<file path="config.mk">
export PLATFORM = sky130hd
export DESIGN_NAME = rtcirq_top
export DESIGN_NICKNAME = d
export VERILOG_FILES = /design/src/hw/rtcirq_pkg.sv /design/src/hw/rtcirq_pulse_if.sv /design/src/hw/rtcirq_top.sv /design/src/hw/rtcirq_pulse.sv
export SDC_FILE = /design/constraint.sdc
export NUM_CORES = 1
export LEC_CHECK = 0
export BUFFER_PORTS_ARGS = -buffer_cell sky130_fd_sc_hd__clkbuf_2
export CAP_MARGIN = 5
export CORE_MARGIN = 5
export CORE_UTILIZATION = 45
export DETAILED_ROUTE_END_ITERATION = 8
export REMOVE_ABC_BUFFERS = 1
export SLEW_MARGIN = 30
export SYNTH_ARGS = -nofsm -noshare
export SYNTH_HDL_FRONTEND = slang
export SYNTH_SLANG_ARGS = --single-unit
</file>
<file path="constraint.sdc">
create_clock -name mclk -period 8.1 [get_ports mclk]
set_clock_uncertainty 0.15 [all_clocks]
set_input_delay 1.62 -clock mclk [delete_from_list [all_inputs] [get_ports mclk]]
set_output_delay 1.62 -clock mclk [all_outputs]
set_load 0.02 [all_outputs]
</file>
<file path="src/hw/rtcirq_pkg.sv">
// constants and types of the rtc interrupt, square-wave and prescaler block
package rtcirq_pkg;
  // register addresses and bit positions
  localparam logic [3:0] CTRL1_ADDR    = 4'h0;
  localparam logic [3:0] CTRL2_ADDR    = 4'h1;
  localparam logic [3:0] SQW_CTRL_ADDR = 4'hD;
  localparam int         EXTERNAL_CLOCK_TEST_BIT  = 7;
  localparam int         STOP_BIT      = 5;
  localparam int         MI_BIT        = 7;
  localparam int         SI_BIT        = 6;
  localparam int         MSF_BIT       = 5;
  localparam int         TIMER_IRQ_PULSE_SELECT_BIT     = 4;
  localparam int         AF_BIT        = 3;
  localparam int         TF_BIT        = 2;
  localparam int         AIE_BIT       = 1;
  localparam int         TIE_BIT       = 0;
  // reset values and square-wave select codes
  localparam logic [7:0] CTRL1_RST     = 8'h00;
  localparam logic [7:0] CTRL2_RST     = 8'h00;
  localparam logic [2:0] SQW_SEL_RST   = 3'h0;
  localparam logic [2:0] SQW_SEL_OFF   = 3'h7;
  localparam logic [2:0] SQW_SEL_1HZ   = 3'h6;
  localparam logic [2:0] SQW_SEL_4096  = 3'h3;
  // clock and oscillator rates
  localparam int         CLK_HZ        = 100_000_000;
  localparam int         OSC_HZ        = 32_768;
  localparam int         ACC_W         = 27;
  localparam logic [ACC_W-1:0] ACC_STEP  = ACC_W'(2 * OSC_HZ);
  localparam logic [ACC_W-1:0] ACC_LIMIT = ACC_W'(CLK_HZ);
  // prescaler layout
  localparam int         PRE_W         = 15;
  localparam int         PRE_RST_LO    = 2;
  localparam int         PRE_64HZ_BIT  = 8;
  localparam int         TST_W         = 6;
  // interrupt pulse widths in oscillator periods
  localparam int         PLS_W         = 11;
  localparam logic [PLS_W-1:0] PLS_64     = PLS_W'(OSC_HZ / 64);
  localparam logic [PLS_W-1:0] PLS_128    = PLS_W'(OSC_HZ / 128);
  localparam logic [PLS_W-1:0] PLS_4096   = PLS_W'(OSC_HZ / 4096);
  localparam logic [PLS_W-1:0] PLS_8192   = PLS_W'(OSC_HZ / 8192);
  // countdown source clock
  typedef enum logic [1:0] {
    CD_4096 = 2'b00,
    CD_64   = 2'b01,
    CD_1HZ  = 2'b10,
    CD_60TH = 2'b11
  } rtcirq_cdsrc_t;
endpackage

</file>
<file path="src/hw/rtcirq_pulse_if.sv">
// carrier between the interrupt logic and a pulse stretcher
`timescale 1ns/100ps
interface rtcirq_pulse_if;
  import rtcirq_pkg::*;
  logic             start;
  logic             kill;
  logic             tick;
  logic [PLS_W-1:0] len;
  logic             active;
  modport gen (input start, input kill, input tick, input len, output active);
  modport ctl (output start, output kill, output tick, output len, input active);
endinterface

</file>
<file path="src/hw/rtcirq_top.sv">
// interrupt pin, square-wave pin, test mode and stop/prescaler of the rtc
`timescale 1ns/100ps
module rtcirq_top (
  // clock and reset
  input  wire logic                      mclk,
  input  wire logic                      rstn,
  // register access
  input  wire logic                      reg_wr,
  input  wire logic [3:0]                reg_addr,
  input  wire logic [7:0]                reg_wdata,
  output logic      [7:0]                reg_rdata_r,
  // events from calendar, countdown timer and alarm; second tick out
  input  wire logic                      minute_inc,
  input  wire logic                      countdown_event,
  input  wire rtcirq_pkg::rtcirq_cdsrc_t countdown_src,
  input  wire logic                      countdown_n_is_one,
  input  wire logic                      alarm_event,
  output logic                           second_tick_r,
  // interrupt pin, open-drain
  output logic                           int_n_out_r,
  output logic                           int_oe_r,
  // square-wave pin, open-drain or test input
  input  wire logic                      square_wave_pin_in,
  output logic                           square_wave_pin_out_r,
  output logic                           square_wave_pin_oe_r
);
  import rtcirq_pkg::*;

  function automatic logic bit_cleared(input logic wr, input logic [7:0] d, input int b);
    bit_cleared = wr && !d[b];
  endfunction

  // registers
  logic [7:0]       ctrl1_r;
  logic [7:0]       ctrl2_r;
  logic [2:0]       square_wave_freq_select_r;
  logic [ACC_W-1:0] acc_r;
  logic             osc_lvl_r;
  logic [PRE_W-1:0] pre_r;
  logic [TST_W-1:0] tst_r;
  logic             pin_s1_r;
  logic             pin_s2_r;
  logic             pin_s3_r;

  // decode
  wire              wr1      = reg_wr && (reg_addr == CTRL1_ADDR);
  wire              wr2      = reg_wr && (reg_addr == CTRL2_ADDR);
  wire              wr_sqw   = reg_wr && (reg_addr == SQW_CTRL_ADDR);
  wire              external_clock_test = ctrl1_r[EXTERNAL_CLOCK_TEST_BIT];
  wire              stop     = ctrl1_r[STOP_BIT];
  wire              minute_irq_enable    = ctrl2_r[MI_BIT];
  wire              second_irq_enable    = ctrl2_r[SI_BIT];
  wire              minsec_flag          = ctrl2_r[MSF_BIT];
  wire              timer_irq_pulse_select = ctrl2_r[TIMER_IRQ_PULSE_SELECT_BIT];
  wire              alarm_flag           = ctrl2_r[AF_BIT];
  wire              countdown_flag       = ctrl2_r[TF_BIT];
  wire              alarm_irq_enable     = ctrl2_r[AIE_BIT];
  wire              countdown_irq_enable = ctrl2_r[TIE_BIT];

  // oscillator emulation: half-period enable from a phase accumulator
  wire [ACC_W:0]    acc_sum  = {1'b0, acc_r} + {1'b0, ACC_STEP};
  wire              half_en  = acc_sum >= {1'b0, ACC_LIMIT};
  wire [ACC_W-1:0]  acc_nxt  = half_en ? ACC_W'(acc_sum - {1'b0, ACC_LIMIT})
                                       : acc_sum[ACC_W-1:0];
  wire              osc_tick = half_en && !osc_lvl_r;

  // normal prescaler; stop clears stages three and up only
  wire [PRE_W-1:0]  pre_inc  = (osc_tick && !external_clock_test) ? pre_r + PRE_W'(1) : pre_r;
  wire [PRE_W-1:0]  pre_nxt  = stop ? {{(PRE_W-PRE_RST_LO){1'b0}}, pre_inc[PRE_RST_LO-1:0]}
                                    : pre_inc;
  wire              sec_norm = !pre_r[PRE_W-1] && pre_nxt[PRE_W-1];

  // test prescaler, clocked by synchronised pin edges
  wire              pin_rise = pin_s2_r && !pin_s3_r;
  wire [TST_W-1:0]  tst_nxt  = stop ? '0
                             : (pin_rise ? tst_r + TST_W'(1) : tst_r);
  wire              sec_test = !tst_r[TST_W-1] && tst_nxt[TST_W-1];
  wire              sec_tick = external_clock_test ? sec_test : sec_norm;

  // minsec and countdown flag sources
  wire              ms_set = second_irq_enable ? sec_tick
                           : (minute_irq_enable && minute_inc);
  wire              cd_set = countdown_event;

  // control 2 next value: flags set by hardware win over a clearing write
  wire [7:0]        ctrl2_wv  = wr2 ? reg_wdata : ctrl2_r;
  wire              msf_nxt   = ms_set || (minsec_flag && !bit_cleared(wr2, reg_wdata, MSF_BIT));
  wire              af_nxt    = alarm_event || (alarm_flag && !bit_cleared(wr2, reg_wdata, AF_BIT));
  wire              tf_nxt    = cd_set || (countdown_flag && !bit_cleared(wr2, reg_wdata, TF_BIT));
  wire [7:0]        ctrl2_nxt = {ctrl2_wv[MI_BIT], ctrl2_wv[SI_BIT], msf_nxt, ctrl2_wv[TIMER_IRQ_PULSE_SELECT_BIT],
                                 af_nxt, tf_nxt, ctrl2_wv[AIE_BIT], ctrl2_wv[TIE_BIT]};

  // pulse generators, both counted on the raw oscillator tick, not the test-gated prescaler input
  rtcirq_pulse_if ms_pif ();
  rtcirq_pulse_if cd_pif ();

  logic [PLS_W-1:0] cd_len;
  always_comb begin
    unique case (countdown_src)
      CD_4096: cd_len = countdown_n_is_one ? PLS_8192 : PLS_4096;
      CD_64:   cd_len = countdown_n_is_one ? PLS_128 : PLS_64;
      CD_1HZ:  cd_len = PLS_64;
      CD_60TH: cd_len = PLS_64;
    endcase
  end

  assign ms_pif.tick  = osc_tick;
  assign ms_pif.len   = PLS_64;
  assign ms_pif.start = ms_set && timer_irq_pulse_select;
  assign ms_pif.kill  = !msf_nxt;
  assign cd_pif.tick  = osc_tick;
  assign cd_pif.len   = cd_len;
  assign cd_pif.start = cd_set && timer_irq_pulse_select && countdown_irq_enable;
  assign cd_pif.kill  = !tf_nxt || !ctrl2_nxt[TIE_BIT];

  rtcirq_pulse u_ms_pulse (
    .mclk (mclk),
    .rstn (rstn),
    .pif  (ms_pif)
  );

  rtcirq_pulse u_cd_pulse (
    .mclk (mclk),
    .rstn (rstn),
    .pif  (cd_pif)
  );

  // interrupt sources
  wire ms_src = timer_irq_pulse_select ? ms_pif.active
                : (minsec_flag && (minute_irq_enable || second_irq_enable));
  wire cd_src = countdown_irq_enable && (timer_irq_pulse_select ? cd_pif.active
                : countdown_flag);
  wire al_src = alarm_irq_enable && alarm_flag;
  wire any_src = ms_src || cd_src || al_src;

  // square-wave level; divider bits give the 50:50 duty
  logic sqw_lvl;
  always_comb begin
    unique case (square_wave_freq_select_r)
      3'h0:    sqw_lvl = osc_lvl_r;
      3'h1:    sqw_lvl = pre_r[0];
      3'h2:    sqw_lvl = pre_r[1];
      3'h3:    sqw_lvl = pre_r[2];
      3'h4:    sqw_lvl = pre_r[3];
      3'h5:    sqw_lvl = pre_r[4];
      3'h6:    sqw_lvl = pre_r[PRE_W-1];
      3'h7:    sqw_lvl = 1'b0;
    endcase
  end
  // stopped upper stages sit at zero, so slow selections already read low under stop
  wire sqw_oe_nxt = !external_clock_test && !sqw_lvl;

  // sequential state
  always_ff @(posedge mclk or negedge rstn) begin
    if (!rstn) begin
      ctrl1_r                   <= CTRL1_RST;
      ctrl2_r                   <= CTRL2_RST;
      square_wave_freq_select_r <= SQW_SEL_RST;
    end else begin
      ctrl1_r                   <= wr1 ? reg_wdata : ctrl1_r;
      ctrl2_r                   <= ctrl2_nxt;
      square_wave_freq_select_r <= wr_sqw ? reg_wdata[2:0] : square_wave_freq_select_r;
    end
  end

  // tst_r counts pin rises outside test mode too, so entry state is unknown until stop
  always_ff @(posedge mclk or negedge rstn) begin
    if (!rstn) begin
      acc_r     <= '0;
      osc_lvl_r <= 1'b0;
      pre_r     <= '0;
      tst_r     <= '0;
    end else begin
      acc_r     <= acc_nxt;
      osc_lvl_r <= osc_lvl_r ^ half_en;
      pre_r     <= pre_nxt;
      tst_r     <= tst_nxt;
    end
  end

  // pin synchroniser; only the second and third stage are looked at
  always_ff @(posedge mclk or negedge rstn) begin
    if (!rstn) begin
      pin_s1_r <= 1'b0;
      pin_s2_r <= 1'b0;
      pin_s3_r <= 1'b0;
    end else begin
      pin_s1_r <= square_wave_pin_in;
      pin_s2_r <= pin_s1_r;
      pin_s3_r <= pin_s2_r;
    end
  end

  // outputs
  always_ff @(posedge mclk or negedge rstn) begin
    if (!rstn) begin
      reg_rdata_r           <= 8'h00;
      second_tick_r         <= 1'b0;
      int_n_out_r           <= 1'b0;
      int_oe_r              <= 1'b0;
      square_wave_pin_out_r <= 1'b0;
      square_wave_pin_oe_r  <= 1'b1;
    end else begin
      reg_rdata_r           <= (reg_addr == CTRL1_ADDR) ? ctrl1_r
                             : (reg_addr == CTRL2_ADDR) ? ctrl2_r
                             : (reg_addr == SQW_CTRL_ADDR) ? {5'h00, square_wave_freq_select_r}
                             : 8'h00;
      second_tick_r         <= sec_tick;
      int_n_out_r           <= 1'b0;
      int_oe_r              <= any_src;
      square_wave_pin_out_r <= 1'b0;
      square_wave_pin_oe_r  <= sqw_oe_nxt;
    end
  end

  logic [PLS_W:0] ms_len_cnt_r;
  always_ff @(posedge mclk or negedge rstn) begin
    if (!rstn) ms_len_cnt_r <= '0;
    else if (!ms_pif.active) ms_len_cnt_r <= '0;
    else if (osc_tick) ms_len_cnt_r <= ms_len_cnt_r + (PLS_W+1)'(1);
  end
endmodule

</file>
<file path="src/hw/rtcirq_pulse.sv">
// interrupt pulse stretcher counted in oscillator periods
`timescale 1ns/100ps
module rtcirq_pulse (
  // clock and reset
  input wire logic mclk,
  input wire logic rstn,
  // pulse control
  rtcirq_pulse_if.gen pif
);
  import rtcirq_pkg::*;

  logic [PLS_W-1:0] cnt_r;
  logic             active_r;
  wire              last_tick = active_r && pif.tick && (cnt_r == PLS_W'(1));

  assign pif.active = active_r;

  // kill wins: a cleared flag ends the pulse at once
  always_ff @(posedge mclk or negedge rstn) begin
    if (!rstn) begin
      cnt_r    <= '0;
      active_r <= 1'b0;
    end else if (pif.kill) begin
      active_r <= 1'b0;
    end else if (pif.start) begin
      cnt_r    <= pif.len;
      active_r <= 1'b1;
    end else if (active_r && pif.tick) begin
      cnt_r    <= cnt_r - PLS_W'(1);
      active_r <= !last_tick;
    end
  end
endmodule

</file>
## Yosys cells after proc, flatten, opt, wreduce, memory -nomap -nowiden

Index checks and enable logic that the tools add are counted.

- Multipliers: 0
- Shift-type cells: 0
- Multiplexer cells: 27
- Magnitude comparators: 1
- Add/subtract/negate cells: 6
- Bitwise gates (word level): 2
- Eq/ne operators: 15
- Divide/modulo/power cells: 0
- Reductions and logical operators: 60

Operators with widths:

| kind | number |
|---|---|
| two-way mux 11 bit | 4 |
| case mux 11 bit (3 select lines) | 1 |
| two-way mux 15 bit | 2 |
| adder 27 x 17 -> 28 bit (second input constant) | 1 |
| greater-or-equal comparator 28 x 27 -> 1 bit (second input constant) | 1 |
| two-way mux 27 bit | 1 |
| subtractor 27 bit (second input constant) | 1 |
| logical AND 1 bit | 26 |
| == test 11 x 1 -> 1 bit (second input constant) | 2 |
| subtractor 11 x 1 -> 11 bit (second input constant) | 2 |
| zero test 1 bit | 16 |
| two-way mux 8 bit | 2 |
| adder 15 x 1 -> 15 bit (second input constant) | 1 |
| == test 3 bit (second input constant) | 4 |
| two-way mux 6 bit | 2 |
| two-way mux 1 bit | 11 |
| two-way mux 10 bit | 1 |
| case mux 1 bit (8 select lines) | 1 |
| nonzero test 2 bit | 4 |
| logical OR 1 bit | 7 |
| adder 6 x 1 -> 6 bit (second input constant) | 1 |
| == test 3 x 2 -> 1 bit (second input constant) | 2 |
| == test 2 bit (second input constant) | 2 |
| == test 4 x 1 -> 1 bit (second input constant) | 1 |
| 14 further kinds | 15 |

- Register bits after elaboration: 106
- Bits in writable memories: 0
- Latch bits: 0
- Memories kept: 0
- Memory bits (read-only): 0
- Input bits: 22

## Depth between registers and ports, before layout

- Word-level depth: 12
- Depth in mapped cells: 16
- Depth with buffers taken out: 13

## Modules after synthesis

Synthesis repeated with hierarchy kept, for this count alone.

- Cell total of the unflattened synthesis: 526
- Area, all modules: 5271.3 µm²

By module, submodules not included:

| module | cells each | sequential area each (µm²) | area an instance (µm²) | instances |
|---|---|---|---|---|
| rtcirq_top | 350 | 1853.0 | 3764.9 | 1 |
| rtcirq_pulse | 88 | 300.3 | 753.2 | 2 |

## Worst setup path after synthesis

No wires, ideal clock.

- Path kind: reg2reg
- Start: reg acc_r[16]
- End: reg u_ms_pulse.cnt_r[9]
- Cell stages (with the launch flop): 17
- Slack: 4.204 ns
- Path buffers: 4
- Arrival time: 3.626 ns
- Library setup time: 0.120 ns
- Cell sequence: dfrtp_1 ha_1 buf_4 nor2_1 a41oi_1 o21a_1 o41ai_4 buf_6 ha_1 buf_2 nand4b_1 nor3_1 a311oi_1 buf_2 a2111oi_4 xnor2_1 nand2_1

- Cells in the longest elaborated chain, start to end: 12
- Elaborated cells between the ends (all ways): 15
- Classes of those cells: add/sub: 1; order compare: 1; mux: 5; reduce/logical: 8

Ends and longest elaborated chain:

| element | RTL line | source |
|---|---|---|
| from (decl) | rtcirq_top.sv:37 | `logic [ACC_W-1:0] acc_r;` |
| from (signal assigned) | rtcirq_top.sv:174 | `acc_r <= acc_nxt;` |
| adder 27 x 17 -> 28 bit * | rtcirq_top.sv:61 | `wire [ACC_W:0] acc_sum = {1'b0, acc_r} + {1'b0, ACC_STEP};` |
| greater-or-equal comparator 28 x 27 -> 1 bit * | rtcirq_top.sv:62 | `wire half_en = acc_sum >= {1'b0, ACC_LIMIT};` |
| logical AND 1 bit * | rtcirq_top.sv:65 | `wire osc_tick = half_en && !osc_lvl_r;` |
| logical AND 1 bit | rtcirq_top.sv:68 | `wire [PRE_W-1:0] pre_inc = (osc_tick && !external_clock_test) ? pre_r + PRE_W'(1) : pre_r;` |
| two-way mux 15 bit | rtcirq_top.sv:68 |  |
| two-way mux 15 bit | rtcirq_top.sv:69 | `wire [PRE_W-1:0] pre_nxt = stop ? {{(PRE_W-PRE_RST_LO){1'b0}}, pre_inc[PRE_RST_LO-1:0]}` |
| logical AND 1 bit | rtcirq_top.sv:71 | `wire sec_norm = !pre_r[PRE_W-1] && pre_nxt[PRE_W-1];` |
| two-way mux 1 bit | rtcirq_top.sv:78 | `wire sec_tick = external_clock_test ? sec_test : sec_norm;` |
| two-way mux 1 bit | rtcirq_top.sv:81 | `wire ms_set = second_irq_enable ? sec_tick` |
| logical AND 1 bit | rtcirq_top.sv:109 | `assign ms_pif.start = ms_set && timer_irq_pulse_select;` |
| nonzero test 2 bit (no line) | -- |  |
| AND reduction 2 bit (no line) | -- |  |
| to (signal assigned) | rtcirq_pulse.sv:26 | `cnt_r <= pif.len;` |
| to (signal assigned) | rtcirq_pulse.sv:29 | `cnt_r <= cnt_r - PLS_W'(1);` |
| to (decl) | rtcirq_pulse.sv:12 | `logic [PLS_W-1:0] cnt_r;` |

Mark *: on every way between the ends. The rest lies on a longest branch, timed or not. The select of a mux whose other input is x is not followed.
A chain may end at the register's enable or synchronous reset.

## Final worst setup path

- Start: reg acc_r[16]
- End: reg u_ms_pulse.cnt_r[2]

Same word-level chain as after synthesis.

==> results.toml <==
[placement]
dpl.hpwl_um = 7250
gp_congestion = 0.812
port_buffers = 32
pre_cts_slack_ps = 3270
placed_cells = 649

[clock_network]
clock_latency_ps = 350
cts.sinks = 98
h-tree-depth = 3
ctsRootBufferMaster = "clkbuf_16"
cts_buffers = 9
clk_pin_slew_ps = 60
cts_hold_buf = 0
postCtsSetupBuffers = 0
clockBufferDepth = 2
tritoncts = "done"
ctsResizeCount = 0

[floorplanning]
die-height_um = 116
start_util_pct = 46.2
die_w_um = 116
num_rows = 38
ios = 35
core_area_um2 = 10900
dieArea_um2 = 13400

[sta]
worst_slew_pin_slew_ps = 785
finalMaxSlewViolations = 0
report.final.hold_viol_count = 0
min_period_ps = 4840
max_freq_mhz = 207
rsz0062_at_grt = "false"
setup-tns-final_ps = 0
period_share_pct = 59.7
relSlewSlack_pct = 47.7
setup_viol = 0
worst_slack_ps = 3260

[synthesis]
yosysSeqAreaShare_pct = 48.6
synth_common_cells = "dfrtp_1 (97), nor2_1 (52), nand2_1 (40)"
synth_flop_cell = "dfrtp_1"
synth-seq-cells = 98
syn_area_um2 = 5050
synth_warnings = 0
synth_cell_type_count = 70
ys_async_sr_fraction_pct = 100
synth.most_common_cell = "dfrtp_1"
synth_top_area_cell = "dfrtp_1"
synth_area_per_cell_um2 = 10.4
synth.area.top_cells = "dfrtp_1 (48%), xnor2_1 (5.2%), nor2_1 (3.9%)"
synth_top_area_share_pct = 48.1
synth-edff-count = 0
synth_cells = 486

[worst_hold_path]
hold_class = "reg -> reg"
min_from = "pin_s1_r$_DFF_PN0_"
hold_end = "pin_s2_r$_DFF_PN0_"
whs_path_depth = 0

[finish]
areaGrowthSynthToFinish_pct = 11.0
drive_gt1_share_pct = 16.8
antennaDiodeCount = 0
fin_nets = 553
utilization_pct = 51.3
n_fill_cell = 1029
fin_cells = 663

[drt]
first_pass_iters = 4
ant_nets = 0
drc = 0
totalWireLength_um = 10100
viasPerCell = 5.49
num_vias = 3638
wl_per_cell_um = 15.3
dr.first_iter.drc_count = 127

[pwr]
seqPwrFrac_pct = 52.2
p_comb_share_pct = 13.3
power.internal_mw = 0.812
clkPwrFrac_pct = 34.5
switching_power_mw = 0.314
p_total_mw = 1.13
p_sw_share_pct = 27.9
p_per_area_nw_per_um2 = 201
power_leakage_nw = 2.55
max-vdd-ir-drop_uv = 139

[setup_path]
critical_path_class = "reg -> reg"
worstSetupEndpointType = "register"
reg2reg_slack_ps = 3260
worstSetupStartpointType = "register"
r2r_end = "u_ms_pulse.cnt_r[2]$_DFFE_PN0P_"
worstReg2RegStart = "acc_r[16]$_DFF_PN0_"
cp.required_ps = 8150
r2r_cells = 13
cp.arrival_ps = 4890
crit_fanout = 12

[status]
status = "finished, final reports clean"

[grt]
grt_usage_pct = 16.5
grt_pass1_vias = 3619
grt_max_degree = 52
antenna_found_initial = 0
overflow = 0
grt_pass1_wl_um = 17300

[run]
drv_cap = 0
power groups by stage:
| stage | registers (mW) | clock network [mW] | logic, mW |
|---|---|---|---|
| after floorplan | 0.589 | 0 | 0.0967 |
| after global placement | 0.594 | 0 | 0.148 |
| after detailed placement | 0.597 | 0 | 0.152 |
| after CTS | 0.587 | 0.400 | 0.152 |
| after global routing | 0.595 | 0.422 | 0.173 |
| final | 0.588 | 0.388 | 0.150 |
layout make-up:
cell class                      count  area [um^2]  share of cell area (%)
Multi-Input combinational cell    359         2460                    44.0
Sequential cell                    98         2450                    43.8
Clock buffer                       11          243                    4.33
Timing Repair Buffer               36          193                    3.44
Tap cell                          140          175                    3.12
Inverter                           16         60.1                    1.07
Clock inverter                      3         17.5                   0.312
layout by cell type, fill, tap and decap left out, drive strengths merged, types with 6 or more instances in the layout:
| master | count |
|---|---|
| nand4 | 8 |
| xnor2 | 34 |
| mux2 | 14 |
| clkbuf | 42 |
| a21oi | 23 |
| ha | 11 |
| nand3 | 19 |
| nor2 | 53 |
| nand2 | 44 |
| nor2b | 6 |
| inv | 16 |
| xor2 | 17 |
| nor4 | 6 |
| dfrtp | 97 |
| o21ai | 21 |
| nor3 | 17 |
| or3 | 7 |
state kept, by name (all words and copies together) (netlist names), 6 cells and up:
register          cells
ctrl1_r               8
tst_r                 6
acc_r                19
ctrl2_r               8
u_ms_pulse.cnt_r     11
pre_r                15
reg_rdata_r           8
u_cd_pulse.cnt_r     11
kinds of logic (layout without fill, tap and decap cells):
logic type / after synthesis / after routing / share of synthesized area (%)
flops: 98 / 98 / 48.6
buf+inv: 30 / 66 / 2.75
mux: 20 / 20 / 4.56
other cells: 1 / 2 / 0.0743
compound gates: 85 / 85 / 11.9
simple gates: 190 / 190 / 20.0
fa+ha+maj: 11 / 11 / 2.73
xor+xnor: 51 / 51 / 9.44
metrics by stage:
| step | hold WS, ps | area, um^2 |
|---|---|---|
| after detailed placement | 195 | 5340 |
| final | 203 | 5610 |
| after global routing | 227 | 5610 |
| after CTS | 205 | 5600 |
| after floorplan | 181 | 4970 |
| after global placement | 185 | 5330 |
layer usage:
layer  track usage, %  vias to the layer above  wire, um
met4             7.89                        0       252
met5                0                        -         0
met2             26.4                       33      4740
met1             21.9                     1794      4920
li1                 -                     1794         -
met3             2.72                       17       225
worst max-delay path: stages (launching register included):
cell and delay [ps]:
dfrtp_1 410, ha_1 370, nand3_1 190, nor2_2 200, mux2i_1 180, o41ai_4 730
buf_4 300, ha_1 410, nand4b_1 170, nor3_1 460, a311oi_1 210, buf_4 230
nor2b_1 550, nor2_1 120
worst max path at each step:
| stage | slack, ps | cells after the start | endpoint | startpoint |
|---|---|---|---|---|
| 6_report | 3260 | 13 | u_ms_pulse.cnt_r[2]$_DFFE_PN0P_ | acc_r[16]$_DFF_PN0_ |
| 2_1_floorplan | 3820 | 12 | u_ms_pulse.cnt_r[6]$_DFFE_PN0P_ | acc_r[16]$_DFF_PN0_ |
| 3_5_place_dp | 3270 | 13 | u_ms_pulse.cnt_r[2]$_DFFE_PN0P_ | acc_r[16]$_DFF_PN0_ |
| 4_1_cts | 3240 | 13 | u_ms_pulse.cnt_r[2]$_DFFE_PN0P_ | acc_r[16]$_DFF_PN0_ |
| 5_1_grt | 2830 | 13 | u_ms_pulse.cnt_r[2]$_DFFE_PN0P_ | acc_r[16]$_DFF_PN0_ |
| 3_3_place_gp | 3310 | 12 | u_ms_pulse.cnt_r[8]$_DFFE_PN0P_ | acc_r[16]$_DFF_PN0_ |
No activity file was read; power rests on OpenSTA's default activity.
